File: config.mk
export PLATFORM = sky130hd
export DESIGN_NAME = arm_match_regs
export DESIGN_NICKNAME = d
export VERILOG_FILES = /design/src/rtl/arm_pkg.sv /design/src/rtl/arm_cmp_if.sv /design/src/rtl/arm_alarm_cmp.sv /design/src/rtl/arm_match_regs.sv
export VERILOG_INCLUDE_DIRS = /design/src /design/src/rtl
export SDC_FILE = /design/constraint.sdc
export NUM_CORES = 1
export LEC_CHECK = 0
export ABC_CLOCK_PERIOD_IN_PS = 1900
export BUFFER_PORTS_ARGS = -buffer_cell sky130_fd_sc_hd__buf_4
export CELL_PAD_IN_SITES_DETAIL_PLACEMENT = 0
export CELL_PAD_IN_SITES_GLOBAL_PLACEMENT = 1
export CORE_MARGIN = 8
export CORE_UTILIZATION = 37
export DETAILED_ROUTE_END_ITERATION = 6
export GPL_TIMING_DRIVEN = 0
export PLACE_DENSITY = 0.86
export RECOVER_POWER = 100
export SLEW_MARGIN = 25
export SYNTH_ARGS = -nofsm -noshare
export SYNTH_HDL_FRONTEND = slang
export SYNTH_SLANG_ARGS = --single-unit
File: constraint.sdc
create_clock -name clk_sys -period 1.9 [get_ports clk_sys]
set_input_delay 0 -clock clk_sys [delete_from_list [all_inputs] [get_ports clk_sys]]
set_output_delay 0 -clock clk_sys [all_outputs]
set_load 0.01 [all_outputs]
File: src/rtl/arm_params.svh
// Constants for the alarm match register block: offsets, fields, resets.
// Assumes inclusion by bare name from the block's design files.
`ifndef ARM_PARAMS_SVH
`define ARM_PARAMS_SVH

// Register offsets, alarm 0 then alarm 1
`define ARM_ADDR_ALM0_MIN   8'h0B
`define ARM_ADDR_ALM0_HOUR  8'h0C
`define ARM_ADDR_ALM0_DAY_OF_WEEK_VALUE 8'h0D
`define ARM_ADDR_ALM1_MIN   8'h12
`define ARM_ADDR_ALM1_HOUR  8'h13
`define ARM_ADDR_ALM1_DAY_OF_WEEK_VALUE 8'h14

// Field positions
`define ARM_MIN_HI          6
`define ARM_HOUR_HI         5
`define ARM_HOUR_FMT_BIT    6
`define ARM_WK_POL_BIT      7
`define ARM_WK_SEL_HI       6
`define ARM_WK_SEL_LO       4
`define ARM_WK_FLAG_BIT     3
`define ARM_WK_DAY_HI       2

// Reset values
`define ARM_RST_MIN         7'h00
`define ARM_RST_HOUR        6'h00
`define ARM_RST_SEL         3'h0
`define ARM_RST_DAY         3'h1
`define ARM_RST_POL         1'h0
`define ARM_RST_RDATA       8'h00
`define ARM_RD_UNMAPPED     8'h00

`endif

File: src/rtl/arm_pkg.sv
// Types for the alarm match register block.
// Assumes the constants header is compiled alongside.
package arm_pkg;

    typedef enum logic [2:0] {
        ARM_CMP_SEC   = 3'h0,
        ARM_CMP_MIN   = 3'h1,
        ARM_CMP_HOUR  = 3'h2,
        ARM_CMP_DAY_OF_WEEK_VALUE = 3'h3,
        ARM_CMP_DATE  = 3'h4,
        ARM_CMP_ALL   = 3'h7
    } arm_cmp_sel_t;

    typedef struct packed {
        logic [6:0] min;
        logic [5:0] hour;
        logic [2:0] sel;
        logic       flag;
        logic [2:0] day;
    } arm_alarm_t;

    typedef struct packed {
        arm_alarm_t [1:0] alm;
        logic             pol;
        logic [7:0]       rdata;
        logic             out_level;
    } arm_state_t;

endpackage : arm_pkg

File: src/rtl/arm_cmp_if.sv
// Match values and current time handed to one alarm comparator.
// Assumes the register module drives all fields except hit.
`timescale 1ns/100ps
interface arm_cmp_if;
    logic [2:0] sel;
    logic [6:0] min_val;
    logic [5:0] hour_val;
    logic [2:0] day_val;
    logic [6:0] sec_val;
    logic [5:0] date_val;
    logic [4:0] mth_val;
    logic [6:0] cur_sec;
    logic [6:0] cur_min;
    logic [5:0] cur_hour;
    logic [2:0] cur_day;
    logic [5:0] cur_date;
    logic [4:0] cur_mth;
    logic       hit;

    modport regs (output sel, min_val, hour_val, day_val, sec_val,
                  date_val, mth_val, cur_sec, cur_min, cur_hour,
                  cur_day, cur_date, cur_mth, input hit);
    modport cmp  (input sel, min_val, hour_val, day_val, sec_val,
                  date_val, mth_val, cur_sec, cur_min, cur_hour,
                  cur_day, cur_date, cur_mth, output hit);
endinterface : arm_cmp_if

File: src/rtl/arm_alarm_cmp.sv
// Combinational compare of one alarm against the current time.
// Assumes all values arrive as BCD with unimplemented bits stripped.
`timescale 1ns/100ps
module arm_alarm_cmp (
    arm_cmp_if.cmp c
);
    logic sec_eq;
    logic min_eq;
    logic hour_eq;
    logic day_eq;
    logic date_eq;
    logic mth_eq;

    function automatic logic field_eq(input logic [6:0] a,
                                      input logic [6:0] b);
        field_eq = (a == b);
    endfunction : field_eq

    always_comb
    begin
        sec_eq  = field_eq(c.sec_val, c.cur_sec);
        min_eq  = field_eq(c.min_val, c.cur_min);
        // Half-day bit sits inside the compared field in 12-hour mode
        hour_eq = field_eq({1'b0, c.hour_val}, {1'b0, c.cur_hour});
        day_eq  = field_eq({4'h0, c.day_val}, {4'h0, c.cur_day});
        date_eq = field_eq({1'b0, c.date_val}, {1'b0, c.cur_date});
        mth_eq  = field_eq({2'h0, c.mth_val}, {2'h0, c.cur_mth});
        case (c.sel)
            arm_pkg::ARM_CMP_SEC:   c.hit = sec_eq;
            arm_pkg::ARM_CMP_MIN:   c.hit = min_eq;
            arm_pkg::ARM_CMP_HOUR:  c.hit = hour_eq;
            arm_pkg::ARM_CMP_DAY_OF_WEEK_VALUE: c.hit = day_eq;
            arm_pkg::ARM_CMP_DATE:  c.hit = date_eq;
            arm_pkg::ARM_CMP_ALL:
                c.hit = sec_eq & min_eq & hour_eq & day_eq & date_eq
                      & mth_eq;
            // Reserved codes never match
            default:                c.hit = 1'b0;
        endcase
    end
endmodule : arm_alarm_cmp

File: src/rtl/arm_match_regs.sv
// Minutes, hours and weekday match registers of two alarms, with flags.
// Assumes a serial bus engine presents byte reads and writes by offset,
// and the timekeeping counters present current time images.
//
// Operation
// Alarm minutes bits 6 to 4 hold the BCD minute tens digit, 0 to 5.
// Alarm minutes bits 3 to 0 hold the BCD minute ones digit, 0 to 9.
// Bit 7 of alarm minutes and hours registers reads zero, writes lost.
// Hours bit 6 is read-only and mirrors the timekeeping hour format.
// Format bit one means 12-hour and zero 24-hour, steering bits 5-4.
// In 12-hour format bit 5 is the half-day indicator, one for PM.
// In 12-hour format bit 4 is the hour tens 0-1, bits 3-0 ones 0-9.
// In 24-hour format bits 5 and 4 hold the hour tens digit 0 to 2.
// Weekday bit 7 set makes the asserted alarm output high, else low.
// A software write of one never sets the alarm interrupt flag.
// Any write to a weekday register clears that alarm's flag.
// The compare select field picks seconds to all-fields matching.
// Hardware sets the flag when the selected comparison matches.
// A flag cleared while the match still holds is set again.
// Hours matching follows the current format, half-day included.
// Weekday bits 2 to 0 hold a software-defined day value 1 to 7.
`timescale 1ns/100ps
`include "arm_params.svh"
module arm_match_regs (
    input  wire logic            clk_sys,
    input  wire logic            rstn,
    input  wire logic [7:0]      reg_addr,
    input  wire logic [7:0]      reg_wdata,
    input  wire logic            reg_wr,
    input  wire logic            reg_rd,
    output logic      [7:0]      reg_rdata,
    input  wire logic [7:0]      cur_sec,
    input  wire logic [7:0]      cur_min,
    input  wire logic [7:0]      cur_hour,
    input  wire logic [7:0]      cur_day_of_week_value,
    input  wire logic [7:0]      cur_date,
    input  wire logic [7:0]      cur_mth,
    input  wire logic [1:0][7:0] alarm_sec_val,
    input  wire logic [1:0][7:0] alarm_date_val,
    input  wire logic [1:0][7:0] alarm_mth_val,
    input  wire logic [1:0]      alarm_enable,
    output logic      [1:0]      alarm_interrupt_flag,
    output logic                 alarm_output_polarity,
    output logic                 alarm_out_level
);
    arm_pkg::arm_state_t state_reg;
    arm_pkg::arm_state_t state_next;
    logic [1:0]          hit;
    logic [1:0]          any_vec;
    logic                hour_format;

    arm_cmp_if cmp_if [2] ();

    // Offset decode: which alarm, and which register of it
    function automatic logic [2:0] reg_sel(input logic [7:0] a,
                                           input logic       idx);
        logic [7:0] base;
        base = idx ? `ARM_ADDR_ALM1_MIN : `ARM_ADDR_ALM0_MIN;
        reg_sel = {a == (base + 8'h02), a == (base + 8'h01), a == base};
    endfunction : reg_sel

    assign hour_format = cur_hour[`ARM_HOUR_FMT_BIT];

    for (genvar g = 0; g < 2; g++)
    begin : g_alm
        assign cmp_if[g].sel      = state_reg.alm[g].sel;
        assign cmp_if[g].min_val  = state_reg.alm[g].min;
        // Same bit positions serve both formats; the format bit is shared
        assign cmp_if[g].hour_val = state_reg.alm[g].hour;
        assign cmp_if[g].day_val  = state_reg.alm[g].day;
        assign cmp_if[g].sec_val  = alarm_sec_val[g][6:0];
        assign cmp_if[g].date_val = alarm_date_val[g][5:0];
        assign cmp_if[g].mth_val  = alarm_mth_val[g][4:0];
        assign cmp_if[g].cur_sec  = cur_sec[6:0];
        assign cmp_if[g].cur_min  = cur_min[6:0];
        assign cmp_if[g].cur_hour = cur_hour[5:0];
        assign cmp_if[g].cur_day  = cur_day_of_week_value[2:0];
        assign cmp_if[g].cur_date = cur_date[5:0];
        assign cmp_if[g].cur_mth  = cur_mth[4:0];
        assign hit[g]             = cmp_if[g].hit;

        arm_alarm_cmp u_cmp (
            .c (cmp_if[g])
        );
    end

    always_comb
    begin
        logic [2:0] sel;
        logic       wk_wr;
        sel        = 3'h0;
        wk_wr      = 1'b0;
        state_next = state_reg;
        for (int i = 0; i < 2; i++)
        begin
            sel   = reg_sel(reg_addr, i[0]);
            wk_wr = reg_wr & sel[2];
            if (reg_wr && sel[0])
            begin
                // Bit 7 dropped
                state_next.alm[i].min =
                    reg_wdata[`ARM_MIN_HI:0];
            end
            if (reg_wr && sel[1])
            begin
                // Bits 7 and 6 dropped; bit 6 only mirrors the format
                state_next.alm[i].hour =
                    reg_wdata[`ARM_HOUR_HI:0];
            end
            if (wk_wr)
            begin
                state_next.pol = reg_wdata[`ARM_WK_POL_BIT];
                state_next.alm[i].sel =
                    reg_wdata[`ARM_WK_SEL_HI:`ARM_WK_SEL_LO];
                state_next.alm[i].day =
                    reg_wdata[`ARM_WK_DAY_HI:0];
            end
            // Written flag bit is ignored; a match wins over the clear
            state_next.alm[i].flag = (alarm_enable[i] & hit[i])
                | (state_reg.alm[i].flag & ~wk_wr);
        end
        if (reg_rd)
        begin
            state_next.rdata = `ARM_RD_UNMAPPED;
            for (int i = 0; i < 2; i++)
            begin
                sel = reg_sel(reg_addr, i[0]);
                if (sel[0])
                    state_next.rdata = {1'b0, state_reg.alm[i].min};
                if (sel[1])
                    state_next.rdata = {1'b0, hour_format,
                                        state_reg.alm[i].hour};
                if (sel[2])
                    state_next.rdata = {state_reg.pol,
                                        state_reg.alm[i].sel,
                                        state_reg.alm[i].flag,
                                        state_reg.alm[i].day};
            end
        end
        // Flags of disabled alarms stay visible but do not assert the pin
        for (int i = 0; i < 2; i++)
        begin
            any_vec[i] = state_reg.alm[i].flag & alarm_enable[i];
        end
        state_next.out_level = state_reg.pol ? (|any_vec)
                                             : ~(|any_vec);
    end

    always_ff @(posedge clk_sys or negedge rstn)
    begin
        if (!rstn)
        begin
            for (int i = 0; i < 2; i++)
            begin
                state_reg.alm[i].min  <= `ARM_RST_MIN;
                state_reg.alm[i].hour <= `ARM_RST_HOUR;
                state_reg.alm[i].sel  <= `ARM_RST_SEL;
                state_reg.alm[i].flag <= 1'b0;
                state_reg.alm[i].day  <= `ARM_RST_DAY;
            end
            state_reg.pol       <= `ARM_RST_POL;
            state_reg.rdata     <= `ARM_RST_RDATA;
            state_reg.out_level <= 1'b1;
        end
        else
        begin
            state_reg <= state_next;
        end
    end

    assign reg_rdata             = state_reg.rdata;
    assign alarm_interrupt_flag  = {state_reg.alm[1].flag,
                                    state_reg.alm[0].flag};
    assign alarm_output_polarity = state_reg.pol;
    assign alarm_out_level       = state_reg.out_level;

endmodule : arm_match_regs

==> results.py <==
metrics = {
    "hold_path": {
        "hold_path_class": "input pin to flop",
    },
    "route": {
        "via_per_inst": 5.18,
        "ant_nets": 0,
        "drt_wl_total_um": 8810,
        "post_drt_wl_per_cell_um": 16.8,
        "drc": 0,
        "drt_pass1_iterations": 5,
        "drt_iter0_drc": 135,
        "dr_total_vias": 2717,
    },
    "pwr": {
        "switching_share_pct": 27.0,
        "power_density_nw_per_um2": 544,
        "pwr-share-clk_pct": 25.9,
        "power_mw": 2.31,
        "peakVddDrop_mv": 0.395,
        "p_comb_share_pct": 22.4,
        "p_seq_share_pct": 51.7,
        "power_switching_uw": 623,
        "p_leak_nw": 2.02,
        "internal_power_mw": 1.68,
    },
    "synthesis": {
        "synthCells": 297,
        "synth_most_common_cell": "dfrtp_1",
        "synth_warnings": 0,
        "yosysSeqAreaShare_pct": 39.0,
        "netlist_top_cells_area": "dfrtp_1 (37%), mux2_2 (14%), xor2_1 (10%)",
        "synth_edf_count": 0,
        "syn-cell-area_sq_um": 3220,
        "synth_common_cells": "dfrtp_1 (47), mux2_2 (40), xor2_1 (38)",
        "synth.net_count": 415,
        "synth_ff_type": "dfrtp_1",
        "syn_avg_cell_area_sq_um": 10.8,
        "synth_seq_cells": 50,
        "synthArstFlopShare_pct": 100,
        "netlist.area_leader.share_pct": 36.5,
        "yosysTopAreaCell": "dfrtp_1",
        "synth_cell_types": 44,
    },
    "timing": {
        "hold_ws_ns": 0.00579,
        "fin_worst_skew_ns": 0.00659,
        "fin_ws_ns": -0.0587,
        "slew_viol_final": 0,
        "layout_min_cycle_time_ns": 1.96,
        "slew_headroom_pct": 19.5,
        "finalCritPeriodShare_pct": 103,
        "hold_violations": 0,
        "setup_viol": 1,
        "tightestPinTransition_ns": 1.21,
        "max_freq_mhz": 511,
        "grt_setup_unrepaired": "yes",
    },
    "floorplan": {
        "start_util_pct": 37.5,
        "fp.coreArea_sq_um": 8590,
        "die_area_sq_um": 11900,
        "die_h_um": 109,
        "row_count": 34,
        "pin_count": 130,
        "fp.dieW_um": 109,
    },
    "worst_setup_path": {
        "crit_path_max_fanout": 3,
        "worst-endpoint-arrival_ns": 2.19,
        "critPathKind": "flop to flop",
        "required_ns": 2.13,
        "end_kind": "flop",
        "cp-start-kind": "flop",
        "ff2ff_setup_slack_ns": -0.06,
    },
    "layout": {
        "drive_above_1_share_pct": 36.2,
        "areaGrowthSynthToFinish_pct": 31.8,
        "num_antenna_cells": 0,
        "n_fill_cell": 820,
        "fin_nets": 534,
    },
    "placement": {
        "dp_hpwl_um": 7300,
        "post-place-ws_ns": -0.0596,
        "portBuffers": 102,
        "place_congestion": 0.860,
    },
    "global_route": {
        "grt_pass1_vias": 2901,
        "antenna_found_initial": 0,
        "grt_max_degree": 51,
        "grt_use_total_pct": 15.0,
        "grt_overflow": 0,
        "grt_pass1_wl_um": 14200,
    },
    "clock_network": {
        "clk_latency_ns": 0.29,
        "clk_path_buf_depth": 2,
        "clkSinkCount": 50,
        "numCtsBuffers": 5,
        "post_cts_resized": 0,
        "post_cts_buffers": 0,
        "root_buffer": "clkbuf_8",
        "cts.clk_slew.worst_paths_ns": 0.09,
        "htreeDepth": 2,
        "tritoncts": "done",
    },
    "outcome": {
        "violations": "negative setup slack",
        "status": "finished with violations",
    },
    "job": {
        "maxCapViolCount": 0,
    },
}
## layout by cell type (no fill, tap or decap), types with 2 or more instances in the layout
master / instances
a21oi_1: 3
a222oi_1: 6
a22o_1: 7
and3_1: 3
buf_4: 87
clkbuf_1: 18
clkbuf_4: 3
clkbuf_8: 5
dfrtp_1: 47
dfstp_2: 3
dlygate4sd3_1: 10
inv_1: 2
mux2_2: 40
mux2_4: 6
mux2i_1: 6
nand2_1: 8
nand2b_1: 6
nand3_1: 8
nand4_1: 11
nor2_1: 25
nor3_1: 2
nor4_1: 7
o21ai_0: 8
o22ai_1: 2
or3_1: 3
xnor2_1: 31
xor2_1: 38
## kinds of logic (layout without fill, tap and decap cells)
group                  Yosys count  after routing  synth area share (%)
XOR/XNOR                        69             69                  18.8
AO/OA/AOI/OAI                   35             35                  8.05
buffers and inverters           10            130                  1.52
AND/OR/NAND/NOR                 81             81                  14.0
multiplexers                    52             52                  18.7
flip-flops                      50             50                  39.0
## timing repair
action,4_1_cts,5_1_grt
pin swaps,2,1
hold buffers,10,0
hold endpoints to repair,82,0
setup endpoints to repair,1,1
gates cloned,0,0
## metal layers
metal / share of wire [%] / track usage (%) / up-vias
met4: 1.3 / 3.57 / 0
met5: 0 / 0 / -
met2: 50 / 26.0 / 102
met3: 8.3 / 3.90 / 10
li1: - / - / 1315
met1: 40 / 18.1 / 1290
## stage by stage
step	util, %	instances	instance area (sq um)	setup TNS (ns)
5_1_grt	49.4	525	4240	-0.360
4_1_cts	50.1	525	4310	-0.0322
3_3_place_gp	47.9	507	4120	-0.0615
2_1_floorplan	-	297	3220	0
3_5_place_dp	47.9	507	4120	-0.0720
6_report	49.4	525	4240	-0.0587
## final timing paths
path	from	endpoint	cells after the start
setup / recovery	cmp_if[0].min_val[3]	alarm_interrupt_flag[0]	6
hold / removal	reg_wdata[0]	cmp_if[0].day_val[0]	2
setup reg to reg	cmp_if[0].min_val[3]	alarm_interrupt_flag[0]	6
hold reg to reg	alarm_output_polarity	alarm_out_level	1
max in group asynchronous	rstn	alarm_interrupt_flag[0]	2
min in group asynchronous	rstn	cmp_if[1].min_val[0]	2
## critical path, cell delays in order, from the launching register on
cell	delay, ns
dfrtp_1	0.42
xor2_1	0.15
nor4_1	0.32
nand4_1	0.25
or4_1	0.52
nor2_1	0.13
a221o_1	0.12
## registers in the layout, indices dropped and copies added (netlist names)
name,count
alarm_interrupt_flag,2
alarm_out_level,1
alarm_output_polarity,1
cmp_if.day_val,6
cmp_if.hour_val,12
cmp_if.min_val,14
cmp_if.sel,6
reg_rdata,8
## area by class of cell
type	count	area, sq um	area share [%]
Clock buffer	6	72.6	1.71
Tap cell	108	135	3.19
Timing Repair Buffer	112	818	19.3
Clock inverter	2	13.8	0.324
Buffer	8	35.0	0.826
Multi-Input combinational cell	237	1900	44.9
Sequential cell	50	1250	29.6
Inverter	2	7.51	0.177
## power groups by stage
| stage | Combinational (mW) | Sequential [mW] | Clock [mW] |
|---|---|---|---|
| 2_1_floorplan | 0.232 | 1.21 | 0 |
| 3_3_place_gp | 0.515 | 1.21 | 0 |
| 3_5_place_dp | 0.524 | 1.22 | 0 |
| 4_1_cts | 0.543 | 1.19 | 0.618 |
| 5_1_grt | 0.572 | 1.20 | 0.666 |
| 6_report | 0.517 | 1.19 | 0.597 |
Power figures use the tool's default switching activity.
